<file path="config.mk">
export PLATFORM = sky130hd
export DESIGN_NAME = stbcd_decoder
export DESIGN_NICKNAME = d
export VERILOG_FILES = /design/src/stbcd_bank.v /design/src/stbcd_decoder.v
export VERILOG_INCLUDE_DIRS = /design/src /design/src/src
export SDC_FILE = /design/constraint.sdc
export NUM_CORES = 1
export LEC_CHECK = 0
export ABC_AREA = 1
export ABC_CLOCK_PERIOD_IN_PS = 5400
export BUFFER_PORTS_ARGS = -buffer_cell sky130_fd_sc_hd__buf_2
export CORE_MARGIN = 2
export CORE_UTILIZATION = 61
export DETAILED_ROUTE_END_ITERATION = 10
export PLACE_DENSITY_LB_ADDON = 0.08
export SYNTH_ARGS = -nofsm -noshare
export SYNTH_HDL_FRONTEND = slang
export SYNTH_HIERARCHICAL = 1
export SYNTH_SLANG_ARGS = --single-unit
</file>
<file path="constraint.sdc">
create_clock -name ref_clk -period 5.4 [get_ports ref_clk]
set_input_delay 0.54 -clock ref_clk [delete_from_list [all_inputs] [get_ports ref_clk]]
set_output_delay 0.54 -clock ref_clk [all_outputs]
set_load 0.03 [all_outputs]
</file>
<file path="src/stbcd_map.vh">
// Purpose: Shared constants for the two-bank SDRAM command decoder.
// Assumes: Included by its bare name from the design files.
// Notes: Definitions only.
`ifndef STBCD_MAP_VH
`define STBCD_MAP_VH

// ==================================================
// Command codes {ras_n, cas_n, we_n} with cs_n low
`define STBCD_CMD_NOP 3'h7
`define STBCD_CMD_BURST_STOP 3'h6
`define STBCD_CMD_READ 3'h5
`define STBCD_CMD_WRITE 3'h4
`define STBCD_CMD_ROW_OPEN 3'h3
`define STBCD_CMD_BANK_CLOSE 3'h2
`define STBCD_CMD_REF 3'h1
`define STBCD_CMD_MODE_SET 3'h0

// ==================================================
// Bank states, one-hot
`define STBCD_ST_IDLE 6'h01
`define STBCD_ST_ACTIVE 6'h02
`define STBCD_ST_READ 6'h04
`define STBCD_ST_WRITE 6'h08
`define STBCD_ST_RD_AUTO 6'h10
`define STBCD_ST_WR_AUTO 6'h20

// ==================================================
// Power states, one-hot
`define STBCD_PWR_RUN 4'h1
`define STBCD_PWR_PDN 4'h2
`define STBCD_PWR_SREF 4'h4
`define STBCD_PWR_SUSP 4'h8

// ==================================================
// Address pin positions and mode fields
`define STBCD_BANK_BIT 11
`define STBCD_AUTO_BIT 10
`define STBCD_ROW_MSB 10
`define STBCD_COL_MSB 7
`define STBCD_MR_BL_MSB 2
`define STBCD_MR_SINGLE_WR_BIT 9
`define STBCD_MR_RST 12'h000
`define STBCD_BL_1 3'h0
`define STBCD_BL_2 3'h1
`define STBCD_BL_4 3'h2
`define STBCD_BL_8 3'h3
`define STBCD_BL_FULL 3'h7
`define STBCD_BLEN_W 4
`define STBCD_PIN_W 17

`endif

</file>
<file path="src/stbcd_bank.v">
// Purpose: State tracker for one SDRAM bank.
// Assumes: Command strobes are already qualified for this bank.
// Notes: burst_len of zero means the burst runs until stopped.
`timescale 1ns/1ps
`default_nettype none
`include "stbcd_map.vh"

module stbcd_bank
(
   input wire ref_clk,
   input wire rst_n,
   input wire hold,
   input wire do_open,
   input wire do_read,
   input wire do_write,
   input wire do_auto,
   input wire do_stop,
   input wire do_close,
   input wire [3:0] burst_len,
   output reg [5:0] state_q
);

   localparam ST_IDLE = `STBCD_ST_IDLE;
   localparam ST_ACTIVE = `STBCD_ST_ACTIVE;
   localparam ST_READ = `STBCD_ST_READ;
   localparam ST_WRITE = `STBCD_ST_WRITE;
   localparam ST_RD_AUTO = `STBCD_ST_RD_AUTO;
   localparam ST_WR_AUTO = `STBCD_ST_WR_AUTO;

   reg [5:0] state_d;
   reg [3:0] cnt_q;
   reg [3:0] cnt_d;
   reg endless_q;
   reg endless_d;
   wire open_row;

   assign open_row = (state_q != ST_IDLE);

   // ==================================================
   // Next state
   always @*
   begin
      state_d = state_q;
      cnt_d = cnt_q;
      endless_d = endless_q;
      if (hold)
      begin
         state_d = state_q;
      end
      else if (do_close)
      begin
         state_d = ST_IDLE;
      end
      else if (do_open && state_q == ST_IDLE)
      begin
         state_d = ST_ACTIVE;
      end
      else if ((do_read || do_write) && open_row)
      begin
         // New column command restarts the burst count
         if (do_read)
            state_d = do_auto ? ST_RD_AUTO : ST_READ;
         else
            state_d = do_auto ? ST_WR_AUTO : ST_WRITE;
         cnt_d = burst_len - 4'h1;
         endless_d = (burst_len == 4'h0);
      end
      else if (do_stop && (state_q == ST_READ || state_q == ST_WRITE))
      begin
         state_d = ST_ACTIVE;
      end
      else
      begin
         case (state_q)
            ST_READ, ST_WRITE, ST_RD_AUTO, ST_WR_AUTO:
            begin
               if (!endless_q)
               begin
                  if (cnt_q == 4'h0)
                  begin
                     // Auto-close bursts drop the row when the last beat ends
                     if (state_q == ST_RD_AUTO || state_q == ST_WR_AUTO)
                        state_d = ST_IDLE;
                     else
                        state_d = ST_ACTIVE;
                  end
                  else
                     cnt_d = cnt_q - 4'h1;
               end
            end
            ST_IDLE, ST_ACTIVE:
               state_d = state_q;
            default:
               state_d = ST_IDLE;
         endcase
      end
   end

   always @(posedge ref_clk or negedge rst_n)
   begin
      if (!rst_n)
      begin
         state_q <= ST_IDLE;
         cnt_q <= 4'h0;
         endless_q <= 1'b0;
      end
      else
      begin
         state_q <= state_d;
         cnt_q <= cnt_d;
         endless_q <= endless_d;
      end
   end

endmodule
`default_nettype wire

</file>
<file path="src/stbcd_decoder.v">
// Purpose: Command decode, bank tracking and clock-enable power control.
// Assumes: Command pins are asynchronous to ref_clk and are synchronised here.
// Notes: All pin-level decisions lag the pins by the two synchroniser stages.
`timescale 1ns/1ps
`default_nettype none
`include "stbcd_map.vh"

// Summary of operation
// - A rise of clock enable ends power-down, self-refresh or suspend at once, with no extra edge.
// - Chip select high deselects; otherwise RAS, CAS and WE pick one of eight commands.
// - A11 picks the bank, activate carries the row address and read or write the column address.
// - Each bank is tracked apart; activate opens an idle bank and precharge closes one or both by A10.
// - Read or write to an open bank starts a burst, A10 adds auto-close, and burst stop returns a plain (not auto-close) burst to the open row.
// - Don't-care pins change nothing, and a deselected cycle starts no command in either bank; running bursts keep counting.
// - Every command, address and control input is sampled on the rising clock edge.
// - Address pins A8 and A9 are not part of the column address.
// - An auto-close burst is its own state and closes the bank when the burst ends.
module stbcd_decoder
(
   input wire ref_clk,
   input wire rst_n,
   input wire cke,
   input wire cs_n,
   input wire ras_n,
   input wire cas_n,
   input wire we_n,
   input wire [11:0] addr,
   output wire [5:0] bank0_state_q,
   output wire [5:0] bank1_state_q,
   output reg [10:0] row_addr0_q,
   output reg [10:0] row_addr1_q,
   output reg [7:0] col_addr_q,
   output reg col_bank_q,
   output reg col_valid_q,
   output reg [11:0] mode_reg_q,
   output reg [3:0] pwr_state_q,
   output reg refresh_q,
   output reg illegal_q
);

   localparam PWR_RUN = `STBCD_PWR_RUN;
   localparam PWR_PDN = `STBCD_PWR_PDN;
   localparam PWR_SREF = `STBCD_PWR_SREF;
   localparam PWR_SUSP = `STBCD_PWR_SUSP;

   // ==================================================
   // Pin synchroniser
   reg [16:0] pin_meta_q;
   reg [16:0] pin_sync_q;
   reg cke_prev_q;
   wire [16:0] pin_raw;

   assign pin_raw = {cke, cs_n, ras_n, cas_n, we_n, addr};

   always @(posedge ref_clk or negedge rst_n)
   begin
      if (!rst_n)
      begin
         // Idle levels: clock enable low, command pins high
         pin_meta_q <= 17'h0f000;
         pin_sync_q <= 17'h0f000;
         cke_prev_q <= 1'b0;
      end
      else
      begin
         pin_meta_q <= pin_raw;
         pin_sync_q <= pin_meta_q;
         cke_prev_q <= pin_sync_q[16];
      end
   end

   // ==================================================
   // Command decode
   wire cke_now;
   wire sel_n;
   wire [2:0] cmd;
   wire [11:0] a;
   wire sel;
   wire auto;
   wire both_idle;
   wire run_ok;
   wire cmd_ok;
   wire is_stop;
   wire is_read;
   wire is_write;
   wire is_open;
   wire is_close;
   wire is_ref;
   wire is_mode;
   wire open0;
   wire open1;
   wire burst0;
   wire burst1;
   wire tgt_open;
   wire col_cmd;
   wire col_ok;
   wire hold;

   assign cke_now = pin_sync_q[16];
   assign sel_n = pin_sync_q[15];
   assign cmd = pin_sync_q[14:12];
   assign a = pin_sync_q[11:0];
   assign sel = a[`STBCD_BANK_BIT];
   assign auto = a[`STBCD_AUTO_BIT];

   // Clock runs only when enable was high on this and the previous edge
   assign hold = !(cke_prev_q && cke_now);
   assign run_ok = (pwr_state_q == PWR_RUN) && !hold;
   assign cmd_ok = run_ok && !sel_n;

   assign is_stop = cmd_ok && (cmd == `STBCD_CMD_BURST_STOP);
   assign is_read = cmd_ok && (cmd == `STBCD_CMD_READ);
   assign is_write = cmd_ok && (cmd == `STBCD_CMD_WRITE);
   assign is_open = cmd_ok && (cmd == `STBCD_CMD_ROW_OPEN);
   assign is_close = cmd_ok && (cmd == `STBCD_CMD_BANK_CLOSE);
   assign is_ref = cmd_ok && (cmd == `STBCD_CMD_REF);
   assign is_mode = cmd_ok && (cmd == `STBCD_CMD_MODE_SET);

   assign open0 = (bank0_state_q != `STBCD_ST_IDLE);
   assign open1 = (bank1_state_q != `STBCD_ST_IDLE);
   assign burst0 = (bank0_state_q == `STBCD_ST_READ) || (bank0_state_q == `STBCD_ST_WRITE);
   assign burst1 = (bank1_state_q == `STBCD_ST_READ) || (bank1_state_q == `STBCD_ST_WRITE);
   assign both_idle = !open0 && !open1;
   assign tgt_open = sel ? open1 : open0;
   assign col_cmd = is_read || is_write;
   assign col_ok = col_cmd && tgt_open;

   // ==================================================
   // Burst length from the mode register
   reg [3:0] rd_len;
   wire [3:0] wr_len;

   always @*
   begin
      case (mode_reg_q[`STBCD_MR_BL_MSB:0])
         `STBCD_BL_1: rd_len = 4'h1;
         `STBCD_BL_2: rd_len = 4'h2;
         `STBCD_BL_4: rd_len = 4'h4;
         `STBCD_BL_8: rd_len = 4'h8;
         `STBCD_BL_FULL: rd_len = 4'h0;
         default: rd_len = 4'h1;
      endcase
   end

   // Single-write mode ignores burst length for writes
   assign wr_len = mode_reg_q[`STBCD_MR_SINGLE_WR_BIT] ? 4'h1 : rd_len;

   // ==================================================
   // Bank trackers
   // A column command to one bank cuts a plain burst in the other bank
   stbcd_bank u_bank0
   (
      .ref_clk(ref_clk),
      .rst_n(rst_n),
      .hold(hold),
      .do_open(is_open && !sel),
      .do_read(is_read && !sel),
      .do_write(is_write && !sel),
      .do_auto(auto),
      .do_stop(is_stop || (col_ok && sel && burst0)),
      .do_close(is_close && (auto || !sel)),
      .burst_len(is_write ? wr_len : rd_len),
      .state_q(bank0_state_q)
   );

   stbcd_bank u_bank1
   (
      .ref_clk(ref_clk),
      .rst_n(rst_n),
      .hold(hold),
      .do_open(is_open && sel),
      .do_read(is_read && sel),
      .do_write(is_write && sel),
      .do_auto(auto),
      .do_stop(is_stop || (col_ok && !sel && burst1)),
      .do_close(is_close && (auto || sel)),
      .burst_len(is_write ? wr_len : rd_len),
      .state_q(bank1_state_q)
   );

   // ==================================================
   // Address capture and command reporting
   reg illegal_d;

   always @*
   begin
      illegal_d = 1'b0;
      if (col_cmd && !tgt_open)
         illegal_d = 1'b1;
      if (is_open && tgt_open)
         illegal_d = 1'b1;
      // Refresh or mode set with an open row is flagged, not executed
      if ((is_ref || is_mode) && !both_idle)
         illegal_d = 1'b1;
   end

   always @(posedge ref_clk or negedge rst_n)
   begin
      if (!rst_n)
      begin
         row_addr0_q <= 11'h000;
         row_addr1_q <= 11'h000;
         col_addr_q <= 8'h00;
         col_bank_q <= 1'b0;
         col_valid_q <= 1'b0;
         mode_reg_q <= `STBCD_MR_RST;
         refresh_q <= 1'b0;
         illegal_q <= 1'b0;
      end
      else
      begin
         col_valid_q <= col_ok;
         refresh_q <= is_ref && both_idle;
         illegal_q <= illegal_d;
         if (is_open && !sel && !open0)
            row_addr0_q <= a[`STBCD_ROW_MSB:0];
         if (is_open && sel && !open1)
            row_addr1_q <= a[`STBCD_ROW_MSB:0];
         if (col_ok)
         begin
            col_addr_q <= a[`STBCD_COL_MSB:0];
            col_bank_q <= sel;
         end
         if (is_mode && both_idle)
            mode_reg_q <= a;
      end
   end

   // ==================================================
   // Power control from clock enable
   reg [3:0] pwr_state_d;

   always @*
   begin
      pwr_state_d = pwr_state_q;
      case (pwr_state_q)
         PWR_RUN:
         begin
            if (cke_prev_q && !cke_now)
            begin
               if (both_idle && !sel_n && cmd == `STBCD_CMD_REF)
                  pwr_state_d = PWR_SREF;
               else if (both_idle)
                  pwr_state_d = PWR_PDN;
               else
                  pwr_state_d = PWR_SUSP;
            end
         end
         PWR_PDN, PWR_SREF, PWR_SUSP:
         begin
            // Leave on the first edge that sees enable high
            if (cke_now)
               pwr_state_d = PWR_RUN;
         end
         default:
            pwr_state_d = PWR_RUN;
      endcase
   end

   always @(posedge ref_clk or negedge rst_n)
   begin
      if (!rst_n)
         pwr_state_q <= PWR_RUN;
      else
         pwr_state_q <= pwr_state_d;
   end

endmodule
`default_nettype wire

</file>
Yosys cells after proc, flatten, opt, wreduce, memory -nomap -nowiden
Index checks and enable logic that the tools add are counted.

storage, ports and cells
  flip-flop bits (word level) = 107
  output and inout bits = 62
  word-level logic and storage cells = 186

cells by class
  add/subtract/negate cells = 3
  equal/unequal tests = 42
  mux-type cells = 42
  bitwise gates (word level) = 4
  reductions and logical operators = 77

operators with widths
  cell                   number
  $mux W6                15
  $mux W4                16
  $logic_and A1 B1 Y1    40
  $ne A6 B1 Y1 const B   4
  $pmux W6 S2            2
  $pmux W4 S4            1
  $reduce_and A4 Y1      4
  $reduce_and A7 Y1      2
  $eq A3 B2 Y1 const B   4
  $eq A3 B3 Y1 const B   4
  $eq A6 B1 Y1 const B   2
  $eq A6 B2 Y1 const B   2
  $eq A6 B3 Y1 const B   2
  $eq A6 B4 Y1 const B   2
  $eq A6 B5 Y1 const B   2
  $eq A6 B6 Y1 const B   2
  $logic_not A4 Y1       3
  $logic_or A1 B1 Y1     12
  $ne A6 B5 Y1 const B   2
  $sub A4 B1 Y4 const B  3
  $ne A2 B1 Y1 const B   5
  $ne A5 B1 Y1 const B   2
  $pmux W4 S2            1
  $reduce_or A4 Y1       2
  16 further kinds       34

Logic depth before layout (Yosys ltp)
Gate-level depths: netlist of the first run.

  word-level depth = 14
  gate-level depth with buffers = 16

Cells and area by module
The synthesis of the first run kept the hierarchy.

by module, submodules not included
  module                 times used  cells an instance  area an instance (µm²)  sequential area each (µm²)
  stbcd_decoder          1           355                3389.5                  2138.3
  stbcd_bank at u_bank1  1           126                827.0                   276.5
  stbcd_bank at u_bank0  1           121                819.5                   276.5

Worst setup path after synthesis of the first run
Ideal clock, no wire load.

  path type = flip-flop to flip-flop
  start = register pwr_state_q[0]
  end = register u_bank0.cnt_q[2]
  setup time = 0.126 ns
  arrival time = 2.141 ns
  data required time = 5.274 ns
  setup slack = 3.133 ns
  cell stages (with the launch flop) = 15
  buffers on the path = 0
  period minus slack after synthesis = 2.267 ns
  cells stage by stage = dfstp_2 nand2_2 nor2_4 nand2_4 nor3_4 nand2_1 nor2_1 or2_2 nand2_4 nand2_1 nand2_1 ha_1 xnor2_1 nand2_1 o21ai_1

between the ends
  cells in the longest elaborated chain, start to end = 12
  elaborated cells on any way between the ends = 31

ends and longest elaborated chain
  item                                           line                                      text
  from (decl)                                    stbcd_decoder.v:36                        output reg [3:0] pwr_state_q,
  from (signal assigned)                         stbcd_decoder.v:265                       pwr_state_q <= pwr_state_d;
  $eq A4 B1 Y1 *                                 stbcd_decoder.v:108                       assign run_ok = (pwr_state_q == PWR_RUN) && !hold;
  $logic_and A1 B1 Y1 *                          stbcd_decoder.v:108
  $logic_and A1 B1 Y1 *                          stbcd_decoder.v:109                       assign cmd_ok = run_ok && !sel_n;
  $logic_and A1 B1 Y1, on equally long branches  stbcd_decoder.v:112, stbcd_decoder.v:113
  $logic_or A1 B1 Y1                             stbcd_decoder.v:125                       assign col_cmd = is_read || is_write;
  $logic_and A1 B1 Y1                            stbcd_decoder.v:126                       assign col_ok = col_cmd && tgt_open;
  $logic_and A1 B1 Y1 (2 in series)              stbcd_decoder.v:160                       .do_stop(is_stop || (col_ok && sel && burst0)),
  $logic_or A1 B1 Y1                             stbcd_decoder.v:160
  $logic_and A1 B1 Y1                            stbcd_bank.v:68                           else if (do_stop && (state_q == ST_READ || state_q == ST_WRITE))
  $ne A2 B1 Y1 (no line)                         n/a
  $reduce_and A7 Y1 (no line)                    n/a
  to (signal assigned)                           stbcd_bank.v:110                          cnt_q <= cnt_d;
  to (decl)                                      stbcd_bank.v:31                           reg [3:0] cnt_q;

Mark *: on every way between the ends. The rest lies on a longest branch, timed or not.
A chain may end at the register's enable or synchronous reset.

Final worst setup path of the first run
  start = register u_bank0.state_q[2]
  end = register u_bank1.state_q[1]

between the ends
  cells in the longest elaborated chain, start to end = 11
  elaborated cells on any way between the ends = 15

ends and longest elaborated chain
  item                                 line                 text
  from (decl)                          stbcd_bank.v:20      output reg [5:0] state_q
  from (signal assigned)               stbcd_bank.v:109     state_q <= state_d;
  $ne A6 B1 Y1 *                       n/a
  $mux W1 *                            stbcd_decoder.v:124  assign tgt_open = sel ? open1 : open0;
  $logic_and A1 B1 Y1 *                stbcd_decoder.v:126
  $logic_and A1 B1 Y1 * (2 in series)  stbcd_decoder.v:175  .do_stop(is_stop || (col_ok && !sel && burst1)),
  $logic_or A1 B1 Y1 *                 stbcd_decoder.v:175
  $logic_and A1 B1 Y1 *                stbcd_bank.v:68
  $mux W6                              stbcd_bank.v:68
  $mux W6                              stbcd_bank.v:58      else if ((do_read || do_write) && open_row)
  $mux W6                              stbcd_bank.v:54      else if (do_open && state_q == ST_IDLE)
  $mux W6                              stbcd_bank.v:50      else if (do_close)
  to (signal assigned)                 stbcd_bank.v:109
  to (decl)                            stbcd_bank.v:20

Marked as above.

==> results of run 1 <==
==> critical path, cell delays in order, from the launching register on <==
cell and delay (ns):
dfrtp_1 0.52, nor2_1 0.10, nand2_1 0.13, nor2_4 0.11, o21ai_0 0.94, nand3_1 0.16, nand2_1 0.11, nand3_1 0.12
nand2_1 0.09, nor2_1 0.04, nand2_1 0.08, nand2_1 0.20, nand2_1 0.12, o21ai_1 0.07
==> cells by family (layout without fill, tap and decap cells) <==
| kind of cell | after synthesis | after routing | synth area share [%] |
|---|---|---|---|
| compound gates | 39 | 39 | 4.35 |
| xor+xnor | 2 | 2 | 0.348 |
| fa+ha+maj | 2 | 2 | 0.497 |
| buf+inv | 82 | 165 | 7.30 |
| flops | 107 | 107 | 53.4 |
| simple gates | 370 | 370 | 34.1 |
==> registers in the layout, indices dropped and copies added, names as in the netlist <==
name,cells
cke_prev_q,1
col_addr_q,8
col_bank_q,1
col_valid_q,1
illegal_q,1
mode_reg_q,12
pin_meta_q,17
pin_sync_q,17
pwr_state_q,4
refresh_q,1
row_addr0_q,11
row_addr1_q,11
u_bank0/cnt_q,4
u_bank0/endless_q,1
u_bank0/state_q,6
u_bank1/cnt_q,4
u_bank1/endless_q,1
u_bank1/state_q,6
==> Yosys cell counts (all sizes together) <==
cell type and count:
o31ai 1, dfstp 11, o21a 1, clkbuf 2
a21boi 2, inv 68, nand3 80, ha 2
nor3 4, or2 3, nor4 2, nand4 13
nand2 212, nor2 55, o21ai 26, buf 12
o211ai 1, xnor2 2, nand3b 1, a21oi 8
dfrtp 96
==> where the power goes <==
group / total, mW / leakage (nW) / internal [mW] / switching [mW]
sequential: 0.997 / 1.38 / 0.910 / 0.0872
combinational: 0.703 / 1.66 / 0.190 / 0.512
clock: 0.513 / 0.105 / 0.225 / 0.288
==> layout make-up <==
type	count	area share, %
clock inverters	6	1.43
flip-flops and latches	107	47.4
repair buffers	81	7.23
well taps	105	2.32
clock buffers	10	2.25
inverters	68	4.50
multi-input cells	413	34.8
==> per-layer routing <==
metal,up-vias,wire length (microns)
met3,19,735
met5,-,0
met2,146,5400
met1,2001,4840
met4,0,210
li1,2066,-
==> stage by stage <==
step	instance area, sq um	util [%]	setup WS (ns)	hold slack [ns]
after global routing	5670	70.1	2.18	0.241
after CTS	5670	70.1	2.51	0.253
after floorplan	5040	-	3.13	0.244
after detailed placement	5470	67.5	2.53	0.335
after global placement	5470	67.5	2.73	0.333
final	5670	70.1	2.50	0.231
==> cells in the final DEF, fill, tap and decap left out, types with 3 or more instances in the layout <==
master and n:
clkbuf_8 9, inv_1 64, o21ai_1 15, nand2_1 201, dfstp_2 11, nor2_4 8, o21ai_0 10, nand3_1 76
inv_6 3, buf_2 79, nor2_2 5, inv_2 4, nand4_1 13, nand2_4 3, nand2_2 8, dfrtp_1 96
nor2_1 42, a21oi_1 8
==> worst max-delay path by stage <==
stage,startpoint,endpoint,slack [ns],depth (start not counted)
detailed placement,u_bank0/state_q[3],u_bank1/state_q[1],2.53,13
CTS,u_bank0/state_q[2],u_bank1/state_q[1],2.51,13
finish,u_bank0/state_q[2],u_bank1/state_q[1],2.50,13
floorplan,pwr_state_q[0],u_bank0/cnt_q[2],3.13,14
global route,u_bank0/state_q[2],u_bank1/state_q[3],2.18,13
global placement,u_bank0/state_q[3],u_bank1/state_q[1],2.73,13
==> metrics.yaml, run 1 <==
synthesis:
  synth_area_leaders: "dfrtp_1, nand2_1, nand3_1"
  syn_area_sq_um: 5040
  yosys.area.top_type: "dfrtp_1"
  syn_nets: 623
  syn-mean-instance-area_sq_um: 8.37
  ys_types: 34
  synthCells: 602
  synth_warnings: 6
  ys_seq_area_share_pct: 53.4
  yosysTopAreaCellShare_pct: 47.7
  ys_ff_latch: 107
clock_network:
  cts-htree-levels: 3
  clkLatencyLatePin_ns: 0.36
  path_clk_slew_ns: 0.11
  clockRootBuffer: "clkbuf_8"
  clock_sinks: 107
  post_cts_resized: 0
  cts_tree: "built"
  cts_setup_buffers: 0
  cts_buffers: 9
  clockBufferDepth: 2
  cts_hold_buffers: 0
global_routing:
  busiest_layer: "met2"
  grt_use_total_pct: 26.5
  met2_usage_pct: 43.1
  gr-total-overflow: 0
  grt_antenna_before_repair: 0
  use_met3_pct: 3.83
  grt_max_degree: 63
  grt_pass1_wl_mm: 18.6
  first_global_vias: 3952
  grt_use_met1_pct: 36.8
floorplanning:
  die_w_microns: 94.9
  die_y_microns: 94.9
  dieArea_sq_um: 9000
  num_io_pins: 81
  start_util_pct: 62.2
  rows: 33
  design.core.area_sq_um: 8090
power_and_ir_drop:
  p_leak_nw: 3.15
  ir_drop_mv: 0.235
  total_power_mw: 2.21
  p_per_area_nw_per_um2: 390
finish:
  multi_input_area_sq_um: 1980
  nets: 701
  instances_no_fill: 790
  register_area_sq_um: 2690
  drive_gt1_share_pct: 21.3
  syn2layout_area_growth_pct: 12.7
  fill_cells: 645
  diodes: 0
worst_setup_path:
  endpoint_kind: "register"
  arrival_ns: 3.15
  start_kind: "register"
  r2r-start: "u_bank0/state_q[2]"
  critPathMaxFanout: 16
  reg2regPathDepth: 13
  r2r_slack_ns: 2.50
  crit_type: "register to register"
  cp_data_required_time_ns: 5.65
  reg2reg_to: "u_bank1/state_q[1]"
place:
  routabilityCongestion: 0.926
  hpwl_mm: 8.22
  port_buffers: 80
  dp.cells: 774
route:
  first_pass_iters: 6
  drt_iter0_markers: 201
  num_vias: 4232
  wl_mm: 11.2
  via_per_inst: 5.36
  drcViolationCount: 0
  drtAntennaViolNets: 0
  wire_per_inst_microns: 14.2
timing:
  period_needed_ns: 2.90
  setup_tns_ns: 0
  rsz0062_at_grt: "no"
  worst_pin_slew_ns: 1.20
  max-slew-margin-rel_pct: 19.2
  finalClockSkew_ns: 0.0135
  hold_viol: 0
  drv_slew: 0
  fin_crit_sh_pct: 53.8
  max_freq_ghz: 0.344
  setup_viol: 0
min_path:
  hp-class: "input pin to async pin"
job:
  max_cap_violations: 0
status:
  outcome: "finished, final reports clean"
No activity file was read; power rests on OpenSTA's default activity.
==> run 2, diff against run 1 <==
Settings changed: ABC_CLOCK_PERIOD_IN_PS 5400 to 2370, CORE_UTILIZATION 61 to 51.
Clock period 5.4 ns to 2.37 ns, I/O delays scaled along.
==> run 2 against run 1 <==
  * Clock skew barely moved
  * Sequential power grew 130%
  * Global-route usage decreased by 3.0 points
  * Final area is 6.8% higher
  * Utilization is 7.5 points lower
  * Final cell count grew 8.0%
  * Fmax grew 32%
  * Sequential share of layout area is 3.0 points lower
  * Worst setup slack lost 2.3 ns
  * Via count increased by 1.8%
  * Critical path type unchanged
  * Critical endpoint is now u_bank0/cnt_q[2]
  * Largest cell class unchanged
  * Largest power group unchanged
==> metrics.yaml, run 2 (synthesis results as in run 1) <==
power_and_ir_drop:
  ir_drop_mv: 0.702
  p_leak_nw: 3.32
  total_power_mw: 5.17
  p_per_area_nw_per_um2: 853
worst_setup_path:
  path_cells: "nand2_2, nor2_4, nand2_4, nor3_4, nand2_1, nor2_1, or2_4, nand2_4, nand2_1, nand2_1, ha_1, xnor2_1, nand2_1, o21ai_1"
  arrival_ns: 2.51
  cp_data_required_time_ns: 2.68
  r2r-start: "pwr_state_q[0]"
  cpPeakStageDelay_ns: 0.57
  crit_path_top_delay_cell: "dfstp_2"
  startpoint: "pwr_state_q[0]"
  crit_type: "register to register"
  start_kind: "register"
  critPathMaxFanout: 8
  endpoint_kind: "register"
  worst_path_most_repeated_cell: "nand2_1"
route:
  drcViolationCount: 0
  drtAntennaViolNets: 0
  via_per_inst: 5.05
  wire_per_inst_microns: 13.9
  drt_iter0_markers: 238
  wl_mm: 11.9
  first_pass_iters: 7
  num_vias: 4309
global_routing:
  gr-total-overflow: 0
  grt_pass1_wl_mm: 19.0
  grt_antenna_before_repair: 0
  first_global_vias: 3989
  grt_use_total_pct: 23.5
  grt_max_degree: 50
job:
  max_cap_violations: 0
floorplanning:
  design.core.area_sq_um: 9680
  start_util_pct: 52.0
  dieArea_sq_um: 10700
  num_io_pins: 81
  die_y_microns: 103
  die_w_microns: 103
  rows: 36
clock_network:
  clockBufferDepth: 2
  path_clk_slew_ns: 0.10
  cts-htree-levels: 3
  clockRootBuffer: "clkbuf_8"
  clkLatencyLatePin_ns: 0.38
  clock_sinks: 107
  cts_tree: "built"
  cts_buffers: 9
timing:
  fin_crit_sh_pct: 93.2
  drv_slew: 0
  max_freq_ghz: 0.453
  setup_viol: 0
  hold_viol: 0
  whs_ns: 0.357
  setup_tns_ns: 0
  period_needed_ns: 2.21
  finalClockSkew_ns: 0.0137
  max-slew-margin-rel_pct: 63.1
  worst_pin_slew_ns: 0.553
min_path:
  min_from: "pin_meta_q[1]"
  hp-class: "register to register"
finish:
  drive_gt1_share_pct: 23.2
  fill_cells: 860
  diodes: 0
  nets: 736
  largestRegisters: "pin_meta_q x17, pin_sync_q x17, mode_reg_q x12"
  mostFrequentLayoutCells: "nand2_1, dfrtp_1, buf_2"
  layout_commonest_cell: "nand2_1"
  syn2layout_area_growth_pct: 20.4
place:
  hpwl_mm: 8.57
  port_buffers: 80
  routabilityCongestion: 0.886
status:
  outcome: "finished, final reports clean"
[run 2: worst paths after layout]
check / endpoint / slack, ns / cells past startpoint
max: u_bank0/cnt_q[2] / 0.16 / 14
min: pin_sync_q[1] / 0.36 / 0
max reg2reg: u_bank0/cnt_q[2] / 0.16 / 14
min reg2reg: pin_sync_q[1] / 0.36 / 0
max in group asynchronous: row_addr1_q[9] / 1.31 / 3
min in group asynchronous: u_bank0/state_q[5] / 0.37 / 2
[run 2: critical path: cells and delay by family, from the launching register on]
kind / cells / cell delay [ns]
AOI/OAI and AO/OA: 1 / 0.07
adders and majority gates: 1 / 0.23
xor gates and xnor gates: 1 / 0.14
and+or+nand+nor: 11 / 1.13
DFF: 1 / 0.57
[run 2: final cells by class]
cell class	instances	area, sq um	share of cell area [%]
flip-flops and latches	107	2690	44.4
clock buffers	11	163	2.68
repair buffers	116	731	12.1
multi-input cells	413	2000	32.9
well taps	133	166	2.75
inverters	68	255	4.21
clock inverters	5	58.8	0.970
[run 2: what timing repair did]
| action | 4_1_cts | 5_1_grt |
|---|---|---|
| hold buffers | 18 | 0 |
| hold endpoints to repair | 53 | 0 |
| gates resized for setup | 0 | 7 |
| buffers inserted | 0 | 2 |
| setup endpoints to repair | 0 | 11 |
[run 2: power breakdown]
group | switching, mW | internal, mW | total, mW
clock network | 0.675 | 0.508 | 1.18
logic | 1.21 | 0.520 | 1.73
registers | 0.182 | 2.07 | 2.26
[run 2: metal layers]
metal	part of all wire (%)	up-vias	track usage, %
met4	1.6	0	8.00
met5	0	-	0
li1	-	2134	-
met3	5.6	20	6.85
met1	42	2038	29.4
met2	50	117	39.3
[run 2: stage by stage]
stage / utilization [%] / std cells / area [sq um] / setup slack [ns]
6_report: 62.6 / 853 / 6060 / 0.162
3_3_place_gp: 58.1 / 817 / 5630 / 0.191
4_1_cts: 62.2 / 851 / 6030 / 0.0724
5_1_grt: 62.6 / 853 / 6060 / -0.0211
2_1_floorplan: - / 602 / 5040 / 0.103
3_5_place_dp: 58.1 / 817 / 5630 / 0.103
==> run 3, diff against run 2 <==
Settings changed: CORE_UTILIZATION 51 to 53, CTS_BUF_LIST from default to sky130_fd_sc_hd__clkbuf_4, PLACE_DENSITY from default to 0.78, PLACE_DENSITY_LB_ADDON 0.08 to default.
==> run 3 against run 2 <==
  * Utilization is 2.3 points higher
  * Die area is 3.6% lower
  * Fmax is 0.24% higher
  * Register-to-register slack hardly changed
  * Clock skew is 0.0065 ns higher
  * Sequential power hardly changed
  * Sequential share of layout area is 0.51 points higher
  * Non-clock buffer count is 4 higher
  * Via count is 3.7% higher
  * Wire length hardly changed
  * Total power is 4.9% lower
  * Worst hold slack worse by 0.050 ns
  * Largest power group unchanged
==> metrics.yaml, run 3 (synthesis results as in run 1) <==
clock_network:
  cts-htree-levels: 3
  clockRootBuffer: "clkbuf_4"
  clkLatencyLatePin_ns: 0.47
  clock_sinks: 107
  cts_tree: "built"
  path_clk_slew_ns: 0.18
  cts_buffers: 9
  clockBufferDepth: 2
finish:
  multi_input_area_sq_um: 2000
  syn2layout_area_growth_pct: 19.1
  largestRegisters: "pin_meta_q x17, pin_sync_q x17, mode_reg_q x12"
  nets: 740
  final_cell_area_sq_um: 6000
  mostFrequentLayoutCells: "nand2_1, dfrtp_1, buf_2"
  instances_no_fill: 853
  diodes: 0
  layout_commonest_cell: "nand2_1"
  fill_cells: 762
  drive_gt1_share_pct: 24.2
  register_area_sq_um: 2690
worst_setup_path:
  cp_data_required_time_ns: 2.74
  cp.buffers_inverters: 0
  r2r-start: "pwr_state_q[0]"
  arrival_ns: 2.57
  worst_path_most_repeated_cell: "nand2_1"
  crit_path_top_delay_cell: "dfstp_2"
  path_cells: "nand3_2, nor2_4, nand4_1, nor2_2, or2_4, nand2_4, nand2_1, nand2_1, ha_1, xnor2_1, nand2_1, o21ai_1"
  start_kind: "register"
  endpoint_kind: "register"
  cpPeakStageDelay_ns: 0.60
  reg2regPathDepth: 12
  r2r_slack_ns: 0.17
  critPathMaxFanout: 8
  crit_type: "register to register"
  reg2reg_to: "u_bank1/cnt_q[2]"
  critical-path-top-delay-family: "simple AND/OR/NAND/NOR gates"
place:
  dp.cells: 814
  hpwl_mm: 8.74
  routabilityCongestion: 0.895
  port_buffers: 80
  dpl_cell_area_sq_um: 5620
timing:
  max_freq_ghz: 0.454
  drv_slew: 0
  max-slew-margin-rel_pct: 55.7
  rsz0062_at_grt: "yes"
  fin_crit_sh_pct: 92.9
  period_needed_ns: 2.20
  hold_viol: 0
  worst_pin_slew_ns: 0.665
  finalClockSkew_ns: 0.0201
  setup_viol: 0
  setup_tns_ns: 0
power_and_ir_drop:
  p_leak_nw: 3.30
  p_comb_share_pct: 35.5
  switching_share_pct: 42.0
  clkPwrFrac_pct: 18.4
  p_switching_mw: 2.07
  intPower_mw: 2.85
  ir_drop_mv: 0.510
  pwr-share-seq_pct: 46.2
  p_per_area_nw_per_um2: 820
route:
  first_pass_iters: 5
  drtAntennaViolNets: 0
  wl_mm: 11.9
  wire_per_inst_microns: 13.9
  drcViolationCount: 0
  num_vias: 4470
  via_per_inst: 5.24
  drt_iter0_markers: 311
job:
  max_cap_violations: 0
floorplanning:
  rows: 35
  start_util_pct: 54.5
  die_w_microns: 101
  dieArea_sq_um: 10300
  die_y_microns: 101
  design.core.area_sq_um: 9240
  num_io_pins: 81
min_path:
  hp-class: "input pin to async pin"
global_routing:
  grt_use_total_pct: 24.7
  grt_max_degree: 53
  first_global_vias: 4246
  gr-total-overflow: 0
  grt_pass1_wl_mm: 19.9
  grt_antenna_before_repair: 0
status:
  outcome: "finished, final reports clean"
[run 3: cell count changes in the layout (fill, tap and decap cells not counted), moves of 3 or more]
cell,delta
clkinv_4,+3
clkbuf_4,+10
buf_4,+5
clkbuf_8,-10
nor2_2,+3
nor2_1,-3
[run 3: metrics by stage]
step	total power, mW	worst slack, ns	util (%)	hold slack, ns
final	4.92	0.167	64.9	0.308
after detailed placement	3.97	0.137	60.8	0.313
after global placement	3.90	0.246	60.8	0.305
after global routing	5.20	-0.0376	64.9	0.351
after floorplan	3.46	0.103	-	-0.0586
after CTS	4.89	0.0954	64.2	0.340
[run 3: worst register-to-register path, cell delays in order (launching register included)]
cell and delay [ns]:
dfstp_2 0.60, nand3_2 0.13, nor2_4 0.17, nand4_1 0.18
nor2_2 0.17, or2_4 0.16, nand2_4 0.09, nand2_1 0.08
nand2_1 0.09, ha_1 0.22, xnor2_1 0.12, nand2_1 0.06
o21ai_1 0.05
[run 3: worst max path at each step]
| stage | start | end | slack (ns) | cells after the start |
|---|---|---|---|---|
| floorplan | pwr_state_q[0] | u_bank0/cnt_q[2] | 0.10 | 14 |
| global placement | pwr_state_q[0] | u_bank0/cnt_q[2] | 0.25 | 14 |
| detailed placement | pin_sync_q[15] | u_bank1/state_q[4] | 0.14 | 15 |
| CTS | pin_sync_q[15] | u_bank1/state_q[4] | 0.1 | 15 |
| global route | pwr_state_q[0] | u_bank1/cnt_q[2] | -0.04 | 12 |
| finish | pwr_state_q[0] | u_bank1/cnt_q[2] | 0.17 | 12 |
[run 3: cell type report]
type	instances	area share [%]
Clock inverter	6	1.04
Timing Repair Buffer	120	12.5
Sequential cell	107	44.9
Multi-Input combinational cell	413	33.4
Clock buffer	10	1.25
Tap cell	129	2.69
Inverter	68	4.26
[run 3: power by group through the flow]
stage               Sequential, mW  Combinational, mW  Clock, mW
global placement              2.29               1.62          0
detailed placement            2.30               1.67          0
global route                  2.30               1.92      0.985
finish                        2.27               1.74      0.903
CTS                           2.27               1.70      0.922
floorplan                     2.61              0.854          0
[run 3: timing repair]
item                       4_1_cts  5_1_grt
resized for setup                0       10
hold endpoints to repair        59        0
hold buffers                    18        0
setup endpoints to repair        0       13
setup buffers                    0        5
[run 3: layer usage]
layer	global-route usage (%)	vias up	wire [microns]
met1	31.4	2125	4870
met4	9.46	0	284
met3	5.45	29	762
met2	41.5	169	5970
met5	0	-	0
li1	-	2147	-
